===== src/hw/link_regs_pkg.sv =====
// constants and types for the link width and link control register bank
package link_regs_pkg;

	// ****************************************
	// register map
	// ****************************************
	localparam int ADDR_W = 12;
	// printed offsets are indices; byte address is four times the index
	localparam logic [ADDR_W-1:0] IDX_WIDTH_CFG = 12'h046;
	localparam logic [ADDR_W-1:0] IDX_LINK1_CTRL = 12'h048;
	localparam logic [ADDR_W-1:0] IDX_IRQ_STATUS = 12'h050;
	localparam logic [ADDR_W-1:0] IDX_IRQ_MASK = 12'h051;
	localparam logic [ADDR_W-1:0] IDX_LINK_STATE = 12'h052;

	// ****************************************
	// fields and values
	// ****************************************
	localparam int WIDTH_IN_LSB = 8;
	localparam int ADDR64_BIT = 15;
	localparam int BIT14 = 14;
	localparam int BIT13 = 13;
	localparam logic [2:0] WIDTH_2 = 3'h4;
	localparam logic [2:0] WIDTH_4 = 3'h5;
	localparam logic [2:0] WIDTH_8 = 3'h0;
	localparam logic [2:0] WIDTH_16 = 3'h1;
	localparam logic [2:0] WIDTH_32 = 3'h3;
	localparam logic [2:0] MAX_WIDTH_OUT = 3'h0;
	localparam logic [2:0] MAX_WIDTH_IN = 3'h0;
	localparam int ADDR_LIMIT_BITS = 40;
	localparam int IRQ_W = 4;
	localparam logic [1:0] RESP_OKAY = 2'h0;
	localparam logic [1:0] RESP_SLVERR = 2'h2;

	// ****************************************
	// timing
	// ****************************************
	localparam int CORE_MHZ = 40;
	localparam int CTL_EXT_NS = 50000;
	localparam int CTL_BASE_NS = 1000;
	localparam int CTL_EXT_CYC = (CTL_EXT_NS * CORE_MHZ + 999) / 1000;
	localparam int CTL_BASE_CYC = (CTL_BASE_NS * CORE_MHZ + 999) / 1000;
	localparam int CTL_CNT_W = 12;

	typedef enum logic [1:0] {
		SINGLE_BRIDGE_MODE,
		DUAL_BRIDGE_MODE,
		GENERIC_SINGLE_MODE,
		GENERIC_DUAL_MODE
	} mode_t;

endpackage


===== src/hw/link_regs.sv =====
// link width and link control register bank with axi4-lite slave
//
// Implementation choice: the AXI4-Lite slave port.
module link_regs (
	input wire logic I_CORE_CLK,
	input wire logic I_RST_B,
	input wire logic [11:0] I_S_AXI_AWADDR,
	input wire logic I_S_AXI_AWVALID,
	output logic O_S_AXI_AWREADY,
	input wire logic [31:0] I_S_AXI_WDATA,
	input wire logic [3:0] I_S_AXI_WSTRB,
	input wire logic I_S_AXI_WVALID,
	output logic O_S_AXI_WREADY,
	output logic [1:0] O_S_AXI_BRESP,
	output logic O_S_AXI_BVALID,
	input wire logic I_S_AXI_BREADY,
	input wire logic [11:0] I_S_AXI_ARADDR,
	input wire logic I_S_AXI_ARVALID,
	output logic O_S_AXI_ARREADY,
	output logic [31:0] O_S_AXI_RDATA,
	output logic [1:0] O_S_AXI_RRESP,
	output logic O_S_AXI_RVALID,
	input wire logic I_S_AXI_RREADY,
	input wire logic [1:0] I_MODE,
	input wire logic I_WARM_RST_B,
	input wire logic I_LINK_CLK,
	input wire logic I_STOP_B,
	input wire logic I_NEG_DONE,
	input wire logic [2:0] I_NEG_WIDTH,
	input wire logic I_EOC_DROP,
	input wire logic I_OVERFLOW,
	input wire logic I_LINK_REQ_VALID,
	input wire logic [63:0] I_LINK_REQ_ADDR,
	input wire logic I_LINK_REQ_EXT,
	input wire logic I_BUS_REQ_VALID,
	input wire logic [63:0] I_BUS_REQ_ADDR,
	output logic O_LINK_REQ_ACCEPT,
	output logic O_LINK_REQ_ABORT,
	output logic O_BUS_REQ_FWD,
	output logic O_BUS_REQ_EXT,
	output logic O_BUS_REQ_ABORT,
	output logic [2:0] O_ACTIVE_WIDTH,
	output logic O_CTL,
	output logic O_TX_OE,
	output logic O_SECOND_SPACE_VISIBLE,
	output logic O_IRQ
);

	// ****************************************
	// state
	// ****************************************
	typedef struct packed {
		logic awready;
		logic aw_busy;
		logic [11:0] aw_addr;
		logic wready;
		logic w_busy;
		logic [31:0] wdata;
		logic [3:0] wstrb;
		logic bvalid;
		logic [1:0] bresp;
		logic arready;
		logic rvalid;
		logic [31:0] rdata;
		logic [1:0] rresp;
		logic [1:0] mode_s1;
		logic [1:0] mode_s2;
		logic warm_s1;
		logic warm_s2;
		logic stop_s1;
		logic stop_s2;
		logic stop_prev;
		logic lclk_s1;
		logic lclk_s2;
		logic lclk_prev;
		logic negd_s1;
		logic negd_s2;
		logic [2:0] negw_s1;
		logic [2:0] negw_s2;
		logic [2:0] width_in;
		logic [2:0] active_width;
		logic width_loaded;
		logic addr64_en;
		logic nxa_flag;
		logic ovf_flag;
		logic ext_ctl;
		logic tristate_en;
		logic [link_regs_pkg::CTL_CNT_W-1:0] ctl_cnt;
		logic ctl_out;
		logic tx_oe;
		logic second_vis;
		logic [link_regs_pkg::IRQ_W-1:0] irq_status;
		logic [link_regs_pkg::IRQ_W-1:0] irq_mask;
		logic irq;
		logic link_acc;
		logic link_abort;
		logic bus_fwd;
		logic bus_ext;
		logic bus_abort;
	} state_t;

	state_t s_reg;
	state_t s_next;

	// ****************************************
	// helpers
	// ****************************************
	function automatic logic is_generic(input link_regs_pkg::mode_t m);
		return (m == link_regs_pkg::GENERIC_SINGLE_MODE) || (m == link_regs_pkg::GENERIC_DUAL_MODE);
	endfunction

	function automatic logic above_limit(input logic [63:0] a);
		return |a[63:link_regs_pkg::ADDR_LIMIT_BITS];
	endfunction

	// bridge modes only carry 8 bits, generic adds 2 and 4
	function automatic logic width_ok(input link_regs_pkg::mode_t m, input logic [2:0] w);
		return (w == link_regs_pkg::WIDTH_8) ||
			(is_generic(m) && ((w == link_regs_pkg::WIDTH_2) || (w == link_regs_pkg::WIDTH_4)));
	endfunction

	function automatic logic [31:0] strb_mask(input logic [3:0] st);
		return {{8{st[3]}}, {8{st[2]}}, {8{st[1]}}, {8{st[0]}}};
	endfunction

	link_regs_pkg::mode_t md;
	logic gen;
	logic sb;
	logic dual;
	logic lclk_rise;
	logic [31:0] wmask;
	logic [31:0] wval;
	logic [11:0] widx;
	logic [11:0] ridx;
	logic [15:0] ctrl_rd;

	always_comb begin
		md = link_regs_pkg::mode_t'(s_reg.mode_s2);
		gen = is_generic(md);
		sb = (md == link_regs_pkg::SINGLE_BRIDGE_MODE);
		dual = (md == link_regs_pkg::DUAL_BRIDGE_MODE) || (md == link_regs_pkg::GENERIC_DUAL_MODE);
		lclk_rise = s_reg.lclk_s2 && !s_reg.lclk_prev;
		wmask = strb_mask(s_reg.wstrb);
		wval = s_reg.wdata & wmask;
		widx = {2'h0, s_reg.aw_addr[11:2]};
		ridx = {2'h0, I_S_AXI_ARADDR[11:2]};
		// link 1 control is hidden in dual modes
		if (dual) begin
			ctrl_rd = 16'h0000;
		end else if (sb) begin
			ctrl_rd = {1'b0, s_reg.nxa_flag, s_reg.ovf_flag, 13'h0000};
		end else begin
			ctrl_rd = {s_reg.addr64_en, s_reg.ext_ctl, s_reg.tristate_en, 13'h0000};
		end

		s_next = s_reg;

		// ****************************************
		// synchronisers
		// ****************************************
		s_next.mode_s1 = I_MODE;
		s_next.mode_s2 = s_reg.mode_s1;
		s_next.warm_s1 = I_WARM_RST_B;
		s_next.warm_s2 = s_reg.warm_s1;
		s_next.stop_s1 = I_STOP_B;
		s_next.stop_s2 = s_reg.stop_s1;
		s_next.stop_prev = s_reg.stop_s2;
		s_next.lclk_s1 = I_LINK_CLK;
		s_next.lclk_s2 = s_reg.lclk_s1;
		s_next.lclk_prev = s_reg.lclk_s2;
		s_next.negd_s1 = I_NEG_DONE;
		s_next.negd_s2 = s_reg.negd_s1;
		s_next.negw_s1 = I_NEG_WIDTH;
		s_next.negw_s2 = s_reg.negw_s1;
		s_next.second_vis = dual;

		// ****************************************
		// axi write
		// ****************************************
		if (s_reg.bvalid && I_S_AXI_BREADY) begin
			s_next.bvalid = 1'b0;
		end
		if (I_S_AXI_AWVALID && s_reg.awready) begin
			s_next.aw_busy = 1'b1;
			s_next.aw_addr = I_S_AXI_AWADDR;
		end
		if (I_S_AXI_WVALID && s_reg.wready) begin
			s_next.w_busy = 1'b1;
			s_next.wdata = I_S_AXI_WDATA;
			s_next.wstrb = I_S_AXI_WSTRB;
		end
		if (s_reg.aw_busy && s_reg.w_busy && !s_reg.bvalid) begin
			s_next.aw_busy = 1'b0;
			s_next.w_busy = 1'b0;
			s_next.bvalid = 1'b1;
			s_next.bresp = link_regs_pkg::RESP_OKAY;
			case (widx)
				link_regs_pkg::IDX_WIDTH_CFG: begin
					// bridge modes keep the field read-only; unsupported codes are dropped
					if (gen && s_reg.wstrb[1] && width_ok(md, wval[10:8])) begin
						s_next.width_in = wval[10:8];
					end
				end
				link_regs_pkg::IDX_LINK1_CTRL: begin
					if (sb) begin
						// write-one clears; zero leaves the flag alone
						if (wval[link_regs_pkg::BIT14]) begin
							s_next.nxa_flag = 1'b0;
						end
						if (wval[link_regs_pkg::BIT13]) begin
							s_next.ovf_flag = 1'b0;
						end
					end else if (gen && s_reg.wstrb[1]) begin
						s_next.addr64_en = s_reg.wdata[link_regs_pkg::ADDR64_BIT];
						s_next.ext_ctl = s_reg.wdata[link_regs_pkg::BIT14];
						s_next.tristate_en = s_reg.wdata[link_regs_pkg::BIT13];
					end
				end
				link_regs_pkg::IDX_IRQ_MASK: begin
					s_next.irq_mask = (s_reg.irq_mask & ~wmask[3:0]) | wval[3:0];
				end
				link_regs_pkg::IDX_IRQ_STATUS, link_regs_pkg::IDX_LINK_STATE: begin
					s_next.bresp = link_regs_pkg::RESP_OKAY;
				end
				default: begin
					s_next.bresp = link_regs_pkg::RESP_SLVERR;
				end
			endcase
		end
		s_next.awready = !s_next.aw_busy && !s_next.bvalid;
		s_next.wready = !s_next.w_busy && !s_next.bvalid;

		// ****************************************
		// axi read
		// ****************************************
		if (s_reg.rvalid && I_S_AXI_RREADY) begin
			s_next.rvalid = 1'b0;
		end
		if (I_S_AXI_ARVALID && s_reg.arready) begin
			s_next.rvalid = 1'b1;
			s_next.rresp = link_regs_pkg::RESP_OKAY;
			s_next.rdata = 32'h0000_0000;
			case (ridx)
				link_regs_pkg::IDX_WIDTH_CFG: begin
					// dword flow control bits 7 and 3 are unsupported and read 0
					s_next.rdata[10:8] = s_reg.width_in;
					s_next.rdata[7] = 1'b0;
					s_next.rdata[6:4] = link_regs_pkg::MAX_WIDTH_OUT;
					s_next.rdata[3] = 1'b0;
					s_next.rdata[2:0] = link_regs_pkg::MAX_WIDTH_IN;
				end
				link_regs_pkg::IDX_LINK1_CTRL: begin
					s_next.rdata[15:0] = ctrl_rd;
				end
				link_regs_pkg::IDX_IRQ_STATUS: begin
					s_next.rdata[3:0] = s_reg.irq_status;
					s_next.irq_status = 4'h0;
				end
				link_regs_pkg::IDX_IRQ_MASK: begin
					s_next.rdata[3:0] = s_reg.irq_mask;
				end
				link_regs_pkg::IDX_LINK_STATE: begin
					s_next.rdata[2:0] = s_reg.active_width;
					s_next.rdata[4:3] = s_reg.mode_s2;
					s_next.rdata[5] = s_reg.width_loaded;
				end
				default: begin
					s_next.rresp = link_regs_pkg::RESP_SLVERR;
				end
			endcase
		end
		s_next.arready = !s_next.rvalid;

		// ****************************************
		// width load and warm reset
		// ****************************************
		if (!s_reg.width_loaded && s_reg.negd_s2) begin
			s_next.width_loaded = 1'b1;
			s_next.width_in = width_ok(md, s_reg.negw_s2) ? s_reg.negw_s2 : link_regs_pkg::WIDTH_8;
			s_next.active_width = s_next.width_in;
			s_next.irq_status[2] = 1'b1;
		end
		// software width only reaches the link through a warm reset
		if (!s_reg.warm_s2) begin
			s_next.active_width = s_reg.width_in;
			s_next.addr64_en = 1'b0;
			s_next.irq_status[3] = 1'b1;
		end

		// ****************************************
		// error flags, set after clears so set wins
		// ****************************************
		if (sb && I_EOC_DROP) begin
			s_next.nxa_flag = 1'b1;
			s_next.irq_status[0] = 1'b1;
		end
		if (sb && I_OVERFLOW) begin
			s_next.ovf_flag = 1'b1;
			s_next.irq_status[1] = 1'b1;
		end
		s_next.irq = |(s_next.irq_status & ~s_next.irq_mask);

		// ****************************************
		// address checks
		// ****************************************
		s_next.link_acc = 1'b0;
		s_next.link_abort = 1'b0;
		if (I_LINK_REQ_VALID) begin
			if (!above_limit(I_LINK_REQ_ADDR)) begin
				s_next.link_acc = 1'b1;
			end else if (gen && s_reg.addr64_en && I_LINK_REQ_EXT) begin
				s_next.link_acc = 1'b1;
			end else begin
				s_next.link_abort = 1'b1;
			end
		end
		s_next.bus_fwd = 1'b0;
		s_next.bus_ext = 1'b0;
		s_next.bus_abort = 1'b0;
		if (I_BUS_REQ_VALID) begin
			if (!above_limit(I_BUS_REQ_ADDR)) begin
				s_next.bus_fwd = 1'b1;
			end else if (s_reg.addr64_en) begin
				s_next.bus_fwd = 1'b1;
				s_next.bus_ext = 1'b1;
			end else begin
				s_next.bus_abort = 1'b1;
			end
		end

		// ****************************************
		// stop sequence and control line
		// ****************************************
		// count in core cycles: the link clock may be far slower and jittery
		if (s_reg.ctl_cnt != '0) begin
			s_next.ctl_cnt = s_reg.ctl_cnt - 1'b1;
		end
		if (s_reg.stop_s2 && !s_reg.stop_prev) begin
			if (gen && s_reg.ext_ctl) begin
				s_next.ctl_cnt = link_regs_pkg::CTL_CNT_W'(link_regs_pkg::CTL_EXT_CYC);
			end else begin
				s_next.ctl_cnt = link_regs_pkg::CTL_CNT_W'(link_regs_pkg::CTL_BASE_CYC);
			end
		end
		s_next.ctl_out = (s_next.ctl_cnt != '0);
		// drivers change only on a link clock edge
		if (lclk_rise) begin
			s_next.tx_oe = !(gen && s_reg.tristate_en && !s_reg.stop_s2);
		end
	end

	always_ff @(posedge I_CORE_CLK or negedge I_RST_B) begin
		if (!I_RST_B) begin
			s_reg <= '0;
			s_reg.warm_s1 <= 1'b1;
			s_reg.warm_s2 <= 1'b1;
			s_reg.stop_s1 <= 1'b1;
			s_reg.stop_s2 <= 1'b1;
			s_reg.stop_prev <= 1'b1;
			s_reg.tx_oe <= 1'b1;
		end else begin
			s_reg <= s_next;
		end
	end

	assign O_S_AXI_AWREADY = s_reg.awready;
	assign O_S_AXI_WREADY = s_reg.wready;
	assign O_S_AXI_BRESP = s_reg.bresp;
	assign O_S_AXI_BVALID = s_reg.bvalid;
	assign O_S_AXI_ARREADY = s_reg.arready;
	assign O_S_AXI_RDATA = s_reg.rdata;
	assign O_S_AXI_RRESP = s_reg.rresp;
	assign O_S_AXI_RVALID = s_reg.rvalid;
	assign O_LINK_REQ_ACCEPT = s_reg.link_acc;
	assign O_LINK_REQ_ABORT = s_reg.link_abort;
	assign O_BUS_REQ_FWD = s_reg.bus_fwd;
	assign O_BUS_REQ_EXT = s_reg.bus_ext;
	assign O_BUS_REQ_ABORT = s_reg.bus_abort;
	assign O_ACTIVE_WIDTH = s_reg.active_width;
	assign O_CTL = s_reg.ctl_out;
	assign O_TX_OE = s_reg.tx_oe;
	assign O_SECOND_SPACE_VISIBLE = s_reg.second_vis;
	assign O_IRQ = s_reg.irq;
endmodule


===== config.mk =====
export PLATFORM = sky130hd
export DESIGN_NAME = link_regs
export DESIGN_NICKNAME = d
export VERILOG_FILES = /design/src/hw/link_regs_pkg.sv /design/src/hw/link_regs.sv
export SDC_FILE = /design/constraint.sdc
export NUM_CORES = 1
export LEC_CHECK = 0
export ABC_AREA = 0
export BUFFER_PORTS_ARGS = -buffer_cell sky130_fd_sc_hd__buf_4
export CAP_MARGIN = 20
export CORE_MARGIN = 10
export CORE_UTILIZATION = 45
export DETAILED_ROUTE_END_ITERATION = 10
export PLACE_DENSITY = 0.89
export SETUP_SLACK_MARGIN = 0.05
export SYNTH_ARGS = -nofsm -noshare
export SYNTH_HDL_FRONTEND = slang
export SYNTH_SLANG_ARGS = --single-unit
export TNS_END_PERCENT = 20

===== constraint.sdc =====
create_clock -name I_CORE_CLK -period 2.5 [get_ports I_CORE_CLK]
set_input_delay 0.25 -clock I_CORE_CLK [delete_from_list [all_inputs] [get_ports I_CORE_CLK]]
set_output_delay 0.25 -clock I_CORE_CLK [all_outputs]
set_load 0.02 [all_outputs]

==> impl_metrics.py <==
metrics = {
    "clock_network": {
        "cts_max_path_buffers": 2,
        "tritoncts": "built",
        "clk_transition_reported_paths_ns": 0.10,
        "numCtsBuffers": 9,
        "tritoncts_sinks": 104,
        "htreeDepth": 3,
        "clk-insertion-delay-late_ns": 0.37,
        "cts_root_buffer": "clkbuf_8",
    },
    "drt": {
        "drt-total-wl_um": 12020,
        "viasPerCell": 5.309,
        "post-route-drc-count": 0,
        "first_pass_iters": 4,
        "post_drt_wl_per_cell_um": 17.42,
        "antenna_violating_nets_post_route": 0,
        "drt_iter0_markers": 141,
        "via_count": 3663,
    },
    "layout": {
        "final_layout_net_count": 759,
        "post_route_cells_drive_above_1_share_pct": 34.18,
        "post_layout_nonfiller_instances": 690,
        "largest_register_ff_count": 60,
        "finalInstanceArea_um2": 5949,
        "layout-area-overhead-vs-synth_pct": 26.80,
    },
    "sta": {
        "final-max-slew-violation-count": 0,
        "finalSetupViolations": 0,
        "min_period_ns": 2.336,
        "period_utilization_post_route_pct": 93.44,
        "f_max_ghz": 0.4281,
        "rsz0062_at_grt": "false",
        "tns_ns": 0,
        "timing_worst_slew_pin_value_ns": 0.6566,
        "finalHoldWorstSlack_ns": 0.09624,
        "hold_violations": 0,
        "max_slew_margin_pct": 56.13,
        "final.setup_skew_ns": 0.01291,
    },
    "critical_path": {
        "critical_path.max_fanout": 4,
        "required_ns": 2.74,
        "timing.critical_path.from": "s_reg[17]$_DFF_PN0_",
        "endpoint_type_of_the_worst_setup_path": "flop",
        "critical_path.reg2reg.startpoint": "s_reg[17]$_DFF_PN0_",
        "rrSetupSlack_ns": 0.16,
        "critical_path.endpoint": "O_CTL$_DFF_PN0_",
        "reg_to_reg_critical_path_endpoint": "O_CTL$_DFF_PN0_",
        "cp-start-kind": "flop",
        "worst_r2r_path_depth": 7,
        "timing_worst_setup_path_type": "reg2reg",
        "cp.arrival_ns": 2.58,
    },
    "power": {
        "ir_worst_vdd_v": 0.0005540,
        "switching_power_of_the_nets_uw": 1347,
        "cell_internal_pwr_uw": 3066,
        "p_leak_uw": 0.002751,
        "share_seq_of_total_power_pct": 51.3,
        "combPwrFrac_pct": 24.1,
        "switching_share_pct": 30.52,
        "clkPwrFrac_pct": 24.6,
        "p_per_area_nw_per_um2": 741.8,
    },
    "floorplan": {
        "top_level_ports": 262,
        "rows": 37,
        "floorplan.die_area_um2": 14910,
        "die_x_um": 122.1,
        "floorplan.core_area_um2": 10230,
        "die_y_um": 122.1,
        "floorplan.initialDensity_pct": 45.86,
    },
    "synthesis": {
        "yosys_top_cell_area_share_pct": 52.27,
        "synth.ff_latch_count": 104,
        "yosysTopAreaCell": "dfrtp_1",
        "mean_syn_cell_area_um2": 11.22,
        "synth_cell_types": 62,
        "synthesis.area_um2": 4692,
        "main_flop_type_after_synthesis": "dfrtp_1",
        "top_post_synthesis_cells_by_area": "dfrtp_1 (52%), buf_4 (6.2%), mux2_2 (5.3%)",
        "yosysSeqAreaShare_pct": 55.63,
        "synthesis.instances": 418,
        "synth_warnings": 0,
        "synth-edff-count": 0,
        "synth_async_sr_flop_share_pct": 100.0,
    },
    "placed_design": {
        "dp_hpwl_um": 9533,
        "postPlaceCellArea_um2": 5628,
        "numPortBuffers": 131,
        "gpl.final_weighted_congestion": 0.8620,
        "placedCellCount": 662,
    },
    "global_route": {
        "via_count_of_the_first_global_routing_pass": 3804,
        "grt_start_max_net_pins": 50,
        "globalRouteOverflowTotal": 0,
        "grt_first_pass_wirelength_um": 19010,
        "grt_antenna_before_repair": 1,
        "grt_util_all_layers_pct": 15.85,
    },
    "job": {
        "drv_cap": 0,
    },
    "worst_hold_path": {
        "min-delay-path-class": "in2reg",
        "min-delay-start": "I_LINK_REQ_VALID",
    },
    "outcome": {
        "outcome": "complete, no violations",
    },
}
==> through the flow <==
step / setup slack [ns] / total power [µW] / util (%)
2_1_floorplan: 0.3340 / 2954 / -
3_3_place_gp: 0.2092 / 3265 / 55.01
3_5_place_dp: 0.1606 / 3335 / 55.01
4_1_cts: 0.1383 / 4426 / 58.02
5_1_grt: 0.05469 / 4658 / 58.15
6_report: 0.1640 / 4413 / 58.15
==> synth_stat cells (all sizes together), types with 6 or more instances <==
cell	instances
dfstp	6
o21ai	22
mux2i	8
nand2	29
nor2	30
a21oi	14
buf	42
mux2	24
a22o	11
nor2b	12
inv	9
dfrtp	98
nor3	9
nand3	10
nor4	17
nand4	7
==> worst min-delay path by stage <==
stage	cells past startpoint	to	slack [ns]
floorplan	0	O_ACTIVE_WIDTH[0]$_DFFE_PN0P_	-0.05
global placement	1	s_next[58]$_DFF_PN0_	0.30
detailed placement	1	s_reg[19]$_DFF_PN0_	0.31
CTS	3	O_LINK_REQ_ABORT$_DFF_PN0_	0.08
global route	3	O_LINK_REQ_ABORT$_DFF_PN0_	0.08
finish	3	O_LINK_REQ_ABORT$_DFF_PN0_	0.1
==> layout make-up <==
type,instances,area (µm²)
fillers,835,4282
repair buffers,145,1126
clock inverters,4,52.55
diodes,1,2.502
inverters,9,33.78
flip-flops and latches,104,2610
multi-input cells,279,1799
well taps,136,170.2
clock buffers,12,155.1
==> critical path, stage by stage, from the launching register on <==
cell     delay [ns]
dfrtp_1        0.43
inv_1          0.13
ha_1           0.21
or3b_1         0.39
o31a_1         0.31
a211o_1        0.31
nor4_2         0.29
nand4_1        0.15
==> cells by family after synthesis <==
logic type / Yosys count / synth area share (%)
muxes: 32 / 7.467
buffers and inverters: 56 / 7.786
other: 1 / 0.07992
xor gates and xnor gates: 3 / 0.5601
AOI/OAI and AO/OA: 74 / 10.75
DFF: 104 / 55.63
and+or+nand+nor: 146 / 17.20
adders and majority gates: 2 / 0.5332
==> placed cells by master, fill, tap and decap left out, drive strengths merged, types with 3 or more instances in the layout <==
cell,count
dfstp,6
clkbuf,12
o21ai,22
or4,3
nand2,29
nor2b,12
inv,9
nand4,7
buf,135
and2,5
a31oi,3
a22o,11
nor4,17
dlygate4sd3,10
nor2,30
nor3,9
dfrtp,98
or3,5
conb,22
nand2b,4
clkinv,3
mux2i,8
a21oi,14
nor3b,3
o21a,3
mux2,24
nand3,10
==> metal layers <==
metal	wire length, µm	GRT usage, %
met5	0	0
met4	252	6.038
met3	1258	5.782
met2	5665	25.44
met1	4846	19.12
==> repair_timing <==
action | 4_1_cts | 5_1_grt
resized for setup | 0 | 1
endpoints found under the setup margin | 0 | 1
endpoints found under the hold margin | 51 | 0
setup buffers | 0 | 1
hold buffers | 10 | 0
==> power groups by stage <==
stage	combinational (µW)	clock, µW	sequential [µW]
after floorplan	714	0	2240
after global placement	999	0	2270
after detailed placement	1040	0	2290
after CTS	1060	1110	2260
after global routing	1170	1180	2310
final	1060	1090	2260
Power figures use the tool's default switching activity.
